File: src/core/wdt_sleep_regs.svh
// Register offsets, field positions, reset values and timing counts
`ifndef WDT_SLEEP_REGS_SVH
`define WDT_SLEEP_REGS_SVH
`define OPT_IDX          16'h0081
`define CFG_IDX          16'h2007
`define OPT_ADDR         16'h0204
`define CFG_ADDR         16'h801c
`define STAT_ADDR        16'h0010
`define EVT_ADDR         16'h0014
`define MASK_ADDR        16'h0018
`define WAKE_ADDR        16'h001c
`define CMD_ADDR         16'h0020
`define OPT_RST          8'hff
`define CFG_RST          8'hff
`define CFG_WATCHDOG_ENABLE_FUSE_BIT     2
`define OPT_ASSIGN_BIT   3
`define STAT_PD_BIT      3
`define STAT_TO_BIT      4
`define RC_TICK_NS       18000
`define CLK_NS           5
`define WDT_BASE_COUNT   16'h0004
`endif

File: src/core/wdt_sleep_pkg.sv
// Types shared by the watchdog and sleep control block
package wdt_sleep_pkg;
   typedef enum logic [1:0] {ST_RUN, ST_SLEEP} pwr_t;
   typedef struct packed {
      logic       clearInstr;
      logic       sleepInstr;
   } cpu_cmd_t;
   typedef struct packed {
      logic       extInt;
      logic       portChange;
      logic       periph;
   } wake_src_t;
endpackage

File: src/core/watchdog_sleep_wakeup.sv
// Watchdog timer with sleep entry and wake-up arbitration
`timescale 1ns/1ps
`default_nettype none
`include "wdt_sleep_regs.svh"

// Operation
// - Watchdog counts RC ticks, independent of the stopped main clock.
// - Time-out while running issues a watchdog device reset.
// - Time-out while sleeping wakes the device, no reset.
// - Every time-out clears the active-low timeout flag.
// - Cleared enable fuse (config bit 2) disables the watchdog until the bit is written back to one.
// - Shared divider; assign bit selects owner, three rate bits set postscale.
// - Clear and sleep instructions reset counter and owned postscaler.
// - Clear instruction zeroes divider, assignment bit kept.
// - Sleep entry clears power-down flag, sets timeout flag, stops oscillator.
// - I/O drive states are held while asleep.
// - Master clear in sleep resets; time-out or enabled interrupts resume.
// - Power-down flag set at power-up, cleared only by executed sleep.
// - Only individually enabled sources wake, regardless of global enable.
// - After wake run next instruction, then vector if global enable set.
// - Sleep prefetches the next address as first post-wake instruction.
// - Pending enabled interrupt turns sleep into a no-operation.
// - Interrupt during sleep: finish sleep effects, then wake at once.
// - Only clockless peripherals may raise wake interrupts during sleep.
module watchdog_sleep_wakeup
   import wdt_sleep_pkg::*;
(
   input  wire logic        clk_sys,        // System clock, 200 MHz
   input  wire logic        arst_n,         // Async reset, active low
   input  wire logic        clkEn,          // Freezes all state when low
   input  wire logic        psel,           // APB select
   input  wire logic        penable,        // APB enable
   input  wire logic        pwrite,         // APB direction
   input  wire logic [15:0] paddr,          // APB byte address
   input  wire logic [31:0] pwdata,         // APB write data
   output logic             pready,         // APB ready
   output logic [31:0]      prdata,         // APB read data
   output logic             pslverr,        // APB error, unmapped address
   input  wire cpu_cmd_t    cpuCmd,         // Clear and sleep instruction pulses
   input  wire wake_src_t   wakeFlag,       // Interrupt flags of wake sources
   input  wire wake_src_t   wakeEnable,     // Individual enables
   input  wire logic        periphClockless,// Peripheral source runs without clock
   input  wire logic        global_irq_enable, // Global interrupt enable
   input  wire logic        master_clear_n, // External reset input, synchronous
   input  wire logic [7:0]  ioDriveIn,      // Live pin drive levels
   input  wire logic [7:0]  ioEnIn,         // Live pin output enables
   output logic             wdtReset,       // Watchdog device reset pulse
   output logic             deviceReset,    // Master clear reset pulse
   output logic             oscEnable,      // Main oscillator driver on
   output logic             sleeping,       // In power-down mode
   output logic             resumeNext,     // Execute prefetched instruction pulse
   output logic             vectorIrq,      // Branch to interrupt vector pulse
   output logic             timeout_flag_n, // Status bit 4
   output logic             powerdown_flag_n, // Status bit 3
   output logic [7:0]       ioDriveOut,     // Pin levels, held in sleep
   output logic [7:0]       ioEnOut,        // Pin enables, held in sleep
   output logic             irq             // Level interrupt
);

   // ==========================================================
   // Constants
   localparam int RC_CYC = (`RC_TICK_NS + `CLK_NS - 1) / `CLK_NS;
   localparam int EV_W = 3;

   function automatic logic [7:0] ratio(input logic [2:0] r);
      ratio = 8'h01 << r;
   endfunction

   // ==========================================================
   // State
   logic [7:0]  opt_q;
   logic [7:0]  cfg_q;
   logic [EV_W-1:0] evt_q;
   logic [EV_W-1:0] mask_q;
   logic [15:0] rcDiv_q;
   logic [15:0] wdtCnt_q;
   logic [7:0]  post_q;
   logic        to_q, pd_q;
   pwr_t        pwr_q;
   logic        pending_q;
   logic        vecPend_q;

   // Status flag pins come straight from their flip-flops
   assign timeout_flag_n   = to_q;
   assign powerdown_flag_n = pd_q;

   // ==========================================================
   // APB decode
   wire access   = psel & penable;
   wire wrAcc    = access & pwrite & clkEn;
   wire hitOpt   = paddr == `OPT_ADDR;
   wire hitCfg   = paddr == `CFG_ADDR;
   wire hitStat  = paddr == `STAT_ADDR;
   wire hitEvt   = paddr == `EVT_ADDR;
   wire hitMask  = paddr == `MASK_ADDR;
   wire hitWake  = paddr == `WAKE_ADDR;
   wire hitCmd   = paddr == `CMD_ADDR;
   wire mapped   = hitOpt | hitCfg | hitStat | hitEvt | hitMask | hitWake | hitCmd;
   wire wrOpt    = wrAcc & hitOpt;
   wire wrCfg    = wrAcc & hitCfg;
   wire wrEvt    = wrAcc & hitEvt;
   wire wrMask   = wrAcc & hitMask;
   wire swClear  = wrAcc & hitCmd & pwdata[0];

   wire [7:0] statVal = {3'h0, to_q, pd_q, 3'h0};
   wire [31:0] rdMux  = hitOpt  ? {24'h0, opt_q}
                      : hitCfg  ? {24'h0, cfg_q}
                      : hitStat ? {24'h0, statVal}
                      : hitEvt  ? {29'h0, evt_q}
                      : hitMask ? {29'h0, mask_q}
                      : hitWake ? {29'h0, wakeEnable}
                      : 32'h0;

   // ==========================================================
   // Watchdog and divider
   wire wdtOn      = cfg_q[`CFG_WATCHDOG_ENABLE_FUSE_BIT];
   wire toWdt      = opt_q[`OPT_ASSIGN_BIT];
   wire [7:0] postRatio = toWdt ? ratio(opt_q[2:0]) : 8'h01;
   wire rcTick     = rcDiv_q == 16'(RC_CYC - 1);
   wire baseWrap   = rcTick & (wdtCnt_q == `WDT_BASE_COUNT - 16'h1);
   wire timeout    = wdtOn & baseWrap & (post_q == postRatio - 8'h01);
   wire clrInstr   = cpuCmd.clearInstr | swClear;
   wire wakeReqRaw = |(wakeFlag & wakeEnable);
   wire [2:0] sleepGate = {2'b11, periphClockless};
   wire wakeReq    = |(wakeFlag & wakeEnable & (pwr_q == ST_SLEEP ? sleepGate : 3'b111));
   wire sleepNop   = cpuCmd.sleepInstr & (pwr_q == ST_RUN) & wakeReqRaw;
   wire sleepDo    = cpuCmd.sleepInstr & (pwr_q == ST_RUN) & ~wakeReqRaw;
   wire wdtClr     = clrInstr | sleepDo;
   wire mclrSleep  = ~master_clear_n & (pwr_q == ST_SLEEP);
   wire [EV_W-1:0] evtSet = {sleepDo, timeout & (pwr_q == ST_SLEEP), timeout & (pwr_q == ST_RUN)};

   always_ff @(posedge clk_sys or negedge arst_n)
   begin
      if (!arst_n)
      begin
         rcDiv_q  <= 16'h0;
         wdtCnt_q <= 16'h0;
         post_q   <= 8'h0;
      end
      else if (clkEn)
      begin
         rcDiv_q <= rcTick ? 16'h0 : rcDiv_q + 16'h1;
         if (wdtClr || !wdtOn || timeout)
         begin
            wdtCnt_q <= 16'h0;
            post_q   <= 8'h0;
         end
         else if (rcTick)
         begin
            wdtCnt_q <= baseWrap ? 16'h0 : wdtCnt_q + 16'h1;
            if (baseWrap)
               post_q <= post_q + 8'h01;
         end
      end
   end

   // ==========================================================
   // Registers
   always_ff @(posedge clk_sys or negedge arst_n)
   begin
      if (!arst_n)
      begin
         opt_q  <= `OPT_RST;
         cfg_q  <= `CFG_RST;
         evt_q  <= '0;
         mask_q <= '0;
      end
      else if (clkEn)
      begin
         if (wrOpt)
            opt_q <= pwdata[7:0];
         if (wrCfg)
            cfg_q <= pwdata[7:0];
         // Set beats a same-cycle write-one clear
         evt_q <= (evt_q & ~(wrEvt ? pwdata[EV_W-1:0] : '0)) | evtSet;
         if (wrMask)
            mask_q <= pwdata[EV_W-1:0];
      end
   end

   // ==========================================================
   // Power state and status flags
   always_ff @(posedge clk_sys or negedge arst_n)
   begin
      if (!arst_n)
      begin
         pwr_q     <= ST_RUN;
         to_q      <= 1'b1;
         pd_q      <= 1'b1;
         pending_q <= 1'b0;
         vecPend_q <= 1'b0;
      end
      else if (clkEn)
      begin
         pending_q  <= 1'b0;
         vecPend_q  <= 1'b0;
         if (timeout)
            to_q <= 1'b0;
         else if (sleepDo || clrInstr)
            to_q <= 1'b1;
         if (sleepDo)
            pd_q <= 1'b0;
         else if (clrInstr)
            pd_q <= 1'b1;
         case (pwr_q)
            ST_RUN:
               if (sleepDo)
                  pwr_q <= ST_SLEEP;
            ST_SLEEP:
               if (mclrSleep)
                  pwr_q <= ST_RUN;
               else if (timeout || wakeReq)
               begin
                  pwr_q     <= ST_RUN;
                  pending_q <= 1'b1;
                  vecPend_q <= wakeReq & global_irq_enable;
               end
            default:
               pwr_q <= ST_RUN;
         endcase
      end
   end

   // ==========================================================
   // Registered outputs
   always_ff @(posedge clk_sys or negedge arst_n)
   begin
      if (!arst_n)
      begin
         pready      <= 1'b0;
         prdata      <= 32'h0;
         pslverr     <= 1'b0;
         wdtReset    <= 1'b0;
         deviceReset <= 1'b0;
         oscEnable   <= 1'b1;
         sleeping    <= 1'b0;
         resumeNext  <= 1'b0;
         vectorIrq   <= 1'b0;
         ioDriveOut  <= 8'h0;
         ioEnOut     <= 8'h0;
         irq         <= 1'b0;
      end
      else if (clkEn)
      begin
         pready      <= psel & ~penable;
         prdata      <= (psel & ~penable & ~pwrite) ? rdMux : 32'h0;
         pslverr     <= psel & ~penable & ~mapped;
         wdtReset    <= timeout & (pwr_q == ST_RUN);
         deviceReset <= mclrSleep;
         oscEnable   <= (pwr_q == ST_SLEEP) ? (mclrSleep | timeout | wakeReq) : ~sleepDo;
         sleeping    <= (pwr_q == ST_SLEEP) ? ~(mclrSleep | timeout | wakeReq) : sleepDo;
         resumeNext  <= pending_q;
         vectorIrq   <= pending_q & vecPend_q;
         if (pwr_q == ST_RUN && !sleepDo)
         begin
            ioDriveOut <= ioDriveIn;
            ioEnOut    <= ioEnIn;
         end
         irq <= |(evt_q & mask_q);
      end
   end

   // ==========================================================
   // Checks
   AST_NOP_SLEEP: assert property (@(posedge clk_sys) disable iff (!arst_n)
      clkEn && sleepNop |=> pd_q == $past(pd_q) && pwr_q == ST_RUN)
      else $error("sleep with pending interrupt changed state");
   AST_SLEEP_FLAGS: assert property (@(posedge clk_sys) disable iff (!arst_n)
      clkEn && sleepDo && !timeout |=> !pd_q && to_q && pwr_q == ST_SLEEP)
      else $error("sleep entry flags wrong");
   AST_TO_CLEAR: assert property (@(posedge clk_sys) disable iff (!arst_n)
      clkEn && timeout |=> !to_q)
      else $error("timeout flag not cleared");
   AST_RUN_RESET: assert property (@(posedge clk_sys) disable iff (!arst_n)
      clkEn && timeout && pwr_q == ST_RUN |=> wdtReset)
      else $error("no watchdog reset");
   AST_SLEEP_WAKE: assert property (@(posedge clk_sys) disable iff (!arst_n)
      clkEn && timeout && pwr_q == ST_SLEEP && master_clear_n |=> pwr_q == ST_RUN && !wdtReset)
      else $error("sleep time-out did not wake");
   AST_FUSE_OFF: assert property (@(posedge clk_sys) disable iff (!arst_n)
      clkEn && !cfg_q[`CFG_WATCHDOG_ENABLE_FUSE_BIT] |=> wdtCnt_q == 16'h0 && !wdtReset)
      else $error("disabled watchdog counted");
   AST_CLR_CNT: assert property (@(posedge clk_sys) disable iff (!arst_n)
      clkEn && wdtClr |=> wdtCnt_q == 16'h0 && post_q == 8'h0)
      else $error("clear did not reset counter");
   AST_ASSIGN_KEEP: assert property (@(posedge clk_sys) disable iff (!arst_n)
      clkEn && clrInstr && !wrOpt |=> opt_q == $past(opt_q))
      else $error("clear altered divider assignment");
   AST_VECTOR: assert property (@(posedge clk_sys) disable iff (!arst_n)
      clkEn && pending_q && !vecPend_q |=> !vectorIrq)
      else $error("vector without global enable");
   AST_IO_HOLD: assert property (@(posedge clk_sys) disable iff (!arst_n)
      clkEn && pwr_q == ST_SLEEP |=> ioDriveOut == $past(ioDriveOut))
      else $error("pins changed in sleep");

   // ==========================================================
   // Checks on bus, events, wake and freeze
   AST_PREADY_NEXT: assert property (@(posedge clk_sys) disable iff (!arst_n)
      clkEn && psel && !penable
      |=> pready)
      else $error("setup not answered");
   AST_ERR_UNMAPPED: assert property (@(posedge clk_sys) disable iff (!arst_n)
      clkEn && psel && !penable && !mapped
      |=> pready && pslverr)
      else $error("unmapped access without error");
   AST_RD_OPT: assert property (@(posedge clk_sys) disable iff (!arst_n)
      clkEn && psel && !penable && !pwrite && hitOpt
      |=> prdata == {24'h0, $past(opt_q)})
      else $error("options read data wrong");
   AST_WR_OPT: assert property (@(posedge clk_sys) disable iff (!arst_n)
      clkEn && wrOpt
      |=> {24'h0, opt_q} == ($past(pwdata) & 32'h000000ff))
      else $error("options write lost");
   AST_EVT_SET: assert property (@(posedge clk_sys) disable iff (!arst_n)
      clkEn && evtSet != 3'h0
      |=> (evt_q & $past(evtSet)) == $past(evtSet))
      else $error("event not recorded");
   AST_EVT_KEEP: assert property (@(posedge clk_sys) disable iff (!arst_n)
      clkEn && !wrEvt
      |=> (evt_q & $past(evt_q)) == $past(evt_q))
      else $error("event lost without clear");
   AST_IRQ_ON: assert property (@(posedge clk_sys) disable iff (!arst_n)
      clkEn && (evt_q & mask_q) != 3'h0
      |=> irq)
      else $error("unmasked event without interrupt");
   AST_IRQ_OFF: assert property (@(posedge clk_sys) disable iff (!arst_n)
      clkEn && (evt_q & mask_q) == 3'h0
      |=> !irq)
      else $error("interrupt without unmasked event");
   AST_MASTER_CLEAR_N_WAKE: assert property (@(posedge clk_sys) disable iff (!arst_n)
      clkEn && mclrSleep
      |=> deviceReset && pwr_q == ST_RUN && !pending_q)
      else $error("master clear in sleep did not reset");
   AST_IRQ_WAKE: assert property (@(posedge clk_sys) disable iff (!arst_n)
      clkEn && pwr_q == ST_SLEEP && master_clear_n && wakeReq
      |=> pwr_q == ST_RUN && pending_q)
      else $error("enabled source did not wake");
   AST_STAY_ASLEEP: assert property (@(posedge clk_sys) disable iff (!arst_n)
      clkEn && pwr_q == ST_SLEEP && master_clear_n && !timeout && (wakeFlag & wakeEnable & sleepGate) == 3'h0
      |=> pwr_q == ST_SLEEP)
      else $error("woke without a clockless source");
   AST_RESUME: assert property (@(posedge clk_sys) disable iff (!arst_n)
      clkEn && pending_q
      |=> resumeNext)
      else $error("no resume after wake");
   AST_VECTOR_ON: assert property (@(posedge clk_sys) disable iff (!arst_n)
      clkEn && pending_q && vecPend_q
      |=> vectorIrq)
      else $error("no vector with global enable");
   AST_OSC_OFF: assert property (@(posedge clk_sys) disable iff (!arst_n)
      clkEn && sleepDo
      |=> !oscEnable && sleeping)
      else $error("oscillator left on in sleep");
   AST_OSC_BACK: assert property (@(posedge clk_sys) disable iff (!arst_n)
      clkEn && pwr_q == ST_SLEEP && (timeout || wakeReq)
      |=> oscEnable && !sleeping)
      else $error("oscillator not restarted on wake");
   AST_PD_HOLD: assert property (@(posedge clk_sys) disable iff (!arst_n)
      clkEn && pd_q && !sleepDo
      |=> pd_q)
      else $error("power-down flag cleared without sleep");
   AST_TO_SET: assert property (@(posedge clk_sys) disable iff (!arst_n)
      clkEn && !timeout && (sleepDo || clrInstr)
      |=> to_q)
      else $error("timeout flag not set");
   AST_EN_HOLD: assert property (@(posedge clk_sys) disable iff (!arst_n)
      clkEn && pwr_q == ST_SLEEP
      |=> ioEnOut == $past(ioEnOut))
      else $error("pin enables changed in sleep");
   AST_FREEZE: assert property (@(posedge clk_sys) disable iff (!arst_n)
      !clkEn
      |=> pwr_q == $past(pwr_q) && wdtCnt_q == $past(wdtCnt_q) && evt_q == $past(evt_q))
      else $error("state moved while disabled");

endmodule
`default_nettype wire

File: config.mk
export PLATFORM = sky130hd
export DESIGN_NAME = watchdog_sleep_wakeup
export DESIGN_NICKNAME = d
export VERILOG_FILES = /design/src/core/wdt_sleep_pkg.sv /design/src/core/watchdog_sleep_wakeup.sv
export VERILOG_INCLUDE_DIRS = /design/src /design/src/core
export SDC_FILE = /design/constraint.sdc
export NUM_CORES = 1
export LEC_CHECK = 0
export BUFFER_PORTS_ARGS = -buffer_cell sky130_fd_sc_hd__buf_2
export CAP_MARGIN = 40
export CORE_AREA = 2 2 100 102
export CTS_BUF_LIST = sky130_fd_sc_hd__clkbuf_16
export CTS_CLUSTER_DIAMETER = 60
export CTS_CLUSTER_SIZE = 8
export DETAILED_ROUTE_END_ITERATION = 8
export DIE_AREA = 0 0 102 104
export MAX_ROUTING_LAYER = met4
export PLACE_DENSITY = 0.93
export SETUP_SLACK_MARGIN = 0.15
export SLEW_MARGIN = 5
export SYNTH_ARGS = -nofsm -noshare
export SYNTH_HDL_FRONTEND = slang
export SYNTH_SLANG_ARGS = --single-unit
File: constraint.sdc
create_clock -name clk_sys -period 8 [get_ports clk_sys]
set_clock_uncertainty 0.05 [all_clocks]
set_input_delay 1.6 -clock clk_sys [delete_from_list [all_inputs] [get_ports clk_sys]]
set_output_delay 1.6 -clock clk_sys [all_outputs]
set_load 0.05 [all_outputs]
# Word-level counts from Yosys, hierarchy flattened
# Cells that the tools add are included.
# W data, S select, Z words.
[totals] regBits=125 latch_bits=0 mem_bits_rw=0 mem_bits_ro=0 inputBits=81 n_memories=0
[classes] n_addsub=4 n_mul=0 div=0 magnitude_cmp=0 n_eq_ne=13 shift=1 n_mux=33 n_bitwise=45 reduce_logical=24
[ops] op="$eq A16 B5 Y1 const B" count=4
[ops] op="$mux W16" count=4
[ops] op="$mux W8" count=7
[ops] op="$add A16 B1 Y16 const B" count=2
[ops] op="$and A1 B1 Y1" count=22
[ops] op="$eq A16 B10 Y1 const B" count=1
[ops] op="$eq A16 B12 Y1 const B" count=1
[ops] op="$eq A16 B16 Y1 const B" count=1
[ops] op="$eq A16 B2 Y1 const B" count=1
[ops] op="$eq A16 B6 Y1 const B" count=1
[ops] op="$reduce_and A2 Y1" count=7
[ops] op="$mux W1" count=13
[ops] op="$and A3 B3 Y3" count=4
[ops] op="$mux W3" count=4
[ops] op="$or A1 B1 Y1" count=10
[ops] op="$reduce_or A3 Y1" count=3
[ops] op="$add A8 B1 Y8 const B" count=1
[ops] op="$eq A8 B8 Y1" count=1
[ops] op="$reduce_bool A2 Y1" count=4
[ops] op="$shl A1 B3 Y8 const A" count=1
[ops] op="$sub A8 B1 Y8 const B" count=1
[ops] op="$not A1 Y1" count=7
[ops] op="$mux W2" count=3
[ops] op="$reduce_and A3 Y1" count=2
[ops] op="other kinds (11)" count=15

# Longest topological paths before layout
[logic_depth] word_depth=11 ltp_mapped=10 ltp_nobuf=8

# Worst setup path after synthesis
# OpenSTA, ideal clock, no wires.
[synth_path] path_type="input -> register" start="in paddr[8]" end="reg opt_q[0]" setup_ps=82 arrival_time_ps=3224 t_required_ps=7868 path_slack_ps=4644 path_stages=6 path_buffers=1 path_cell_list="nor4_4 > nand3_4 > or4_1 > buf_4 > nor2_8 > mux2_4"
[synth_between] elab_chain_cells=3
[synth_lines] item="start: declaration" line="watchdog_sleep_wakeup.sv:34" rtl="input wire logic [15:0] paddr,"
[synth_lines] item="$eq A16 B10 Y1 (no line)"
[synth_lines] item="$and A1 B1 Y1" line="watchdog_sleep_wakeup.sv:99" rtl="wire wrOpt = wrAcc & hitOpt;"
[synth_lines] item="$reduce_and A2 Y1 (no line)"
[synth_lines] item="end signal: assignment" line="watchdog_sleep_wakeup.sv:163" rtl="opt_q <= `OPT_RST;"
[synth_lines] item="end signal: assignment" line="watchdog_sleep_wakeup.sv:171" rtl="opt_q <= pwdata[7:0];"
[synth_lines] item="end: declaration" line="watchdog_sleep_wakeup.sv:71" rtl="logic [7:0] opt_q;"
# No other way between the ends.
# A chain may end at the register's enable or synchronous reset.

# Worst setup path in the final report
[layout_path] start="in clkEn" end="reg post_q[0]"
[layout_between] elab_chain_cells=9 elab_cells_between_ends=11 cone_classes="mux: 1; bitwise: 5; reduce/logical: 5"
[layout_lines] item="start: declaration" line="watchdog_sleep_wakeup.sv:30" rtl="input wire logic clkEn,"
[layout_lines] item="$and A1 B1 Y1" line="watchdog_sleep_wakeup.sv:90" rtl="wire wrAcc = access & pwrite & clkEn;"
[layout_lines] item="$and A1 B1 Y1 (2 in series)" line="watchdog_sleep_wakeup.sv:103" rtl="wire swClear = wrAcc & hitCmd & pwdata[0];"
[layout_lines] item="$or A1 B1 Y1" line="watchdog_sleep_wakeup.sv:122" rtl="wire clrInstr = cpuCmd.clearInstr | swClear;"
[layout_lines] item="$or A1 B1 Y1" line="watchdog_sleep_wakeup.sv:128" rtl="wire wdtClr = clrInstr | sleepDo;"
[layout_lines] item="$logic_or A1 B1 Y1 (2 in series)" line="watchdog_sleep_wakeup.sv:143" rtl="if (wdtClr || !wdtOn || timeout)"
[layout_lines] item="$reduce_bool A2 Y1 (no line)"
[layout_lines] item="$reduce_and A3 Y1 (no line)"
[layout_lines] item="end signal: assignment" line="watchdog_sleep_wakeup.sv:152" rtl="post_q <= post_q + 8'h01;"
[layout_lines] item="end: declaration" line="watchdog_sleep_wakeup.sv:77" rtl="logic [7:0] post_q;"
# Several ways; a longest one is shown, not always the timed one.

==> results.txt <==
- The floorplan step defined a die boundary enclosing 10600 um^2.
- Kind of critical path: in -> reg
- For this block, the via count after detailed routing is 4249.
- Gate count after technology mapping: 496
- Among all flip-flop cells after synthesis, the most frequent one is dfrtp_1.
* Fin Setup TNS: 0 ps
- TritonCTS built the clock tree.
* Unique cell type count in the Yosys netlist: 73
- The clock passes through at most 2 buffers.
* # resized after CTS: 0
- R2R Path Start: opt_q[0]
- First-pass GRT wire length: 20700 um
- In this run the standard cell core region covers 9550 um^2.
- In this design, the stage delay of the slowest critical-path cell is 750 ps.
- Buffers and inverters on the worst path: 2
- Summing internal, switching and leakage power gives 1330 uW.
- Crit path from: clkEn
- Following the worst setup path forward leads to its endpoint at post_q[0].
- Once layout is complete, the cells apart from fillers number 719.
- The final-report max-slew violation count came to 0.
* DRC marker count from the first detailed-route iteration: 371
* Maximum number of pins on one net before global-route repair: 60
* CTS Sinks: 100
* Crit share post-route: 49.0%
- Synthesized area: 5280 um^2
- Number of buffers created by CTS: 9
- Reg2Reg Capture Point: post_q[6]
* Library cell appearing most often on the critical path: o21ai_1
- The slowest stage of the critical path belongs to the cell o21ai_1.
- The floorplan has 36 rows.
- Placed cell count: 702
- CTS root buf: clkbuf_16
* Area Overhead vs Synth: 14.8%
- Mean area per synthesized cell: 10.7 um^2
* Max rail drop VDD: 0.173 mV
- For the worst setup path, the data arrival time is 4130 ps.
- Required time at the endpoint of the critical path: 8210 ps
- Leaving out fill and tap cells, the most frequent cell in the layout is buf_2.
* Area fraction of the dominant cell type after synthesis: 38.4%
* Number of nets in the layout: 666
* Count of yosys warnings during synthesis: 0
- Summed over all nets, the half-perimeter wirelength after detailed placement is 8400 um.
- The detail route stage leaves a number of antenna-violating nets equal to 0.
* Die height: 104 um
- On the critical path the largest part of the delay comes from compound AO/OA/AOI/OAI gates.
- The number of antenna violations at the first check in global routing came to 0.
- Setup repair after global routing missed its margin: no
- The number of cells on the worst reg-to-reg path is 8.
- Total GRT Usage: 24.9%
- Peak clock frequency supported by timing: 0.255 GHz
* Crit path cell chain: buf_2 > buf_4 > and4_1 > nand4_1 > o21ai_1 > o21a_1 > nand2b_1 > o21ai_1
* Port Buffers: 91
* Vias/cell: 5.91
- Worst setup SP type: primary input
* Share of async-settable or async-resettable flops after synthesis: 100%
- Normalized max-slew margin: 40.1%
* Skew-Pair Late Insertion Delay: 340 ps
- Sequential fraction of the synthesis area: 47.8%
- Hold Slack: 433 ps
* Min Clock Period, post-route: 3920 ps
* Number of flops mapped to enable cells by yosys: 0
* Class of the tightest hold or removal check: reg -> reg
* CTS hold repair buffers: 0
- The worst setup path is captured at a flop.
* Flop-to-flop setup slack: 4750 ps
- Max-cap violation count: 0
* Count of H-tree levels built during CTS: 3
- Gr ovfl total: 0
- The library cells used most frequently in the layout, excluding fill and tap cells, are buf_2, dfrtp_1, nand2_1.
- Before antenna repair, the detailed router went through 5 iterations.
* Final number of hold-violating endpoints: 0
- Setup violations remaining at the end of the flow were counted as 0.
- The repair_antennas step left the layout with diodes totalling 0.
- From left edge to right edge, the die measures 102 um.
* Largest fanout of any net on the critical path: 38
- Counting buffers and inverters, the worst setup path is 8 cells deep.
- In this run the static leakage power is 0.00276 uW.
* Top cells by area, synth: dfrtp_1, dfstp_2, buf_4, mux2_2, nand2_1
* Outcome: finished, final reports clean
* Clock-pin slew of the registers on the worst-case setup and hold paths: 70 ps
- After detailed routing, the number of remaining DRC violations is 0.
- Fraction of final layout cells sized beyond drive strength 1: 29.0%
- Sum of routed wire length over all layers: 12400 um
* Vias in the first global route: 4367
- 140 I/O pins were placed.
- Dividing total power by cell area gives a power density of 219 nW/um^2.
* Initial standard-cell utilization of the core: 55.3%
- Synthesized flop and latch total: 100
- Post-CTS setup buffer count: 0
- Of all cell types, the one taking the most synthesized area is dfrtp_1.
* Slew at the pin closest to its max-slew limit: 893 ps
* Wirelength per Cell: 17.2 um
- Final weighted congestion of routability-driven global placement: 0.920
-- layer usage --
metal | track usage [%] | vias up | part of all wire [%]
met5 | - | - | 0
met2 | 41.6 | 234 | 52
met1 | 30.7 | 2073 | 38
li1 | - | 1903 | -
met3 | 3.43 | 39 | 6.4
met4 | 9.52 | 0 | 2.6
-- state kept, by name, summed over array words and instances (netlist names), 3 cells and up --
register and count:
ioEnOut 8, prdata 8, mask_q 3, cfg_q 8, wdtCnt_q 16, post_q 8
evt_q 3, opt_q 8, rcDiv_q 16, ioDriveOut 8
-- how the worst min path moves through the flow --
| stage | to | slack [ps] | depth (start not counted) | start |
|---|---|---|---|---|
| after CTS | pslverr | 430 | 1 | pslverr |
| final | pslverr | 430 | 1 | pslverr |
| after floorplan | rcDiv_q[15] | 390 | 1 | rcDiv_q[15] |
| after detailed placement | vectorIrq | 420 | 1 | vectorIrq |
| after global routing | prdata[5] | 460 | 1 | prdata[5] |
| after global placement | rcDiv_q[15] | 410 | 1 | rcDiv_q[15] |
-- layout make-up --
| class | instances | area, um^2 |
|---|---|---|
| fillers | 693 | 3480 |
| flip-flops and latches | 100 | 2530 |
| multi-input cells | 360 | 2500 |
| repair buffers | 95 | 492 |
| clock buffers | 9 | 225 |
| well taps | 133 | 166 |
| clock inverters | 7 | 97.6 |
| inverters | 15 | 56.3 |
-- metrics by stage --
stage          worst slack, ps  cell area [um^2]  utilization (%)
4_1_cts                   4120              6060             63.4
3_3_place_gp              3580              5720             59.9
2_1_floorplan             4640              5370                -
3_5_place_dp              3800              5740             60.1
5_1_grt                   3860              6070             63.5
6_report                  4080              6070             63.5
-- cell families (layout without fill, tap and decap cells) --
| group | count (synthesis) | after routing | share of synthesized area (%) |
|---|---|---|---|
| multiplexers | 37 | 37 | 8.34 |
| buffers and inverters | 59 | 126 | 6.46 |
| AND/OR/NAND/NOR | 174 | 174 | 19.2 |
| adder cells (fa/ha/maj) | 4 | 4 | 0.947 |
| XOR/XNOR | 31 | 31 | 5.14 |
| AO/OA/AOI/OAI | 90 | 90 | 12.0 |
| other | 1 | 24 | 0.0710 |
| flip-flops | 100 | 100 | 47.8 |
-- synth_stat cells, types with 3 or more instances --
library cell and number:
o21ai_1 17, and3_1 8, nor4_1 3, a21oi_1 9
a221oi_1 3, mux2_2 17, and4_1 6, a22oi_1 7
nand2_1 44, xnor2_1 13, ha_1 4, mux2_1 7
clkbuf_1 5, nand4_1 10, nand3_1 18, and2_1 4
o2bb2ai_1 11, nand2b_1 6, mux2i_1 5, nor4_4 3
dfstp_2 19, mux2_4 8, dfrtp_1 81, nor3_1 6
buf_2 9, a21o_1 3, or3_1 3, o211ai_1 6
o22ai_1 3, o21ai_0 11, nor2_1 38, buf_4 29
xor2_1 18, inv_1 14
-- power by group --
| part | internal, uW | switching (uW) | leakage [uW] |
|---|---|---|---|
| clock | 276 | 191 | 0.000152 |
| sequential | 548 | 37.5 | 0.00127 |
| combinational | 77.8 | 195 | 0.00134 |
No activity file was read; power rests on OpenSTA's default activity.
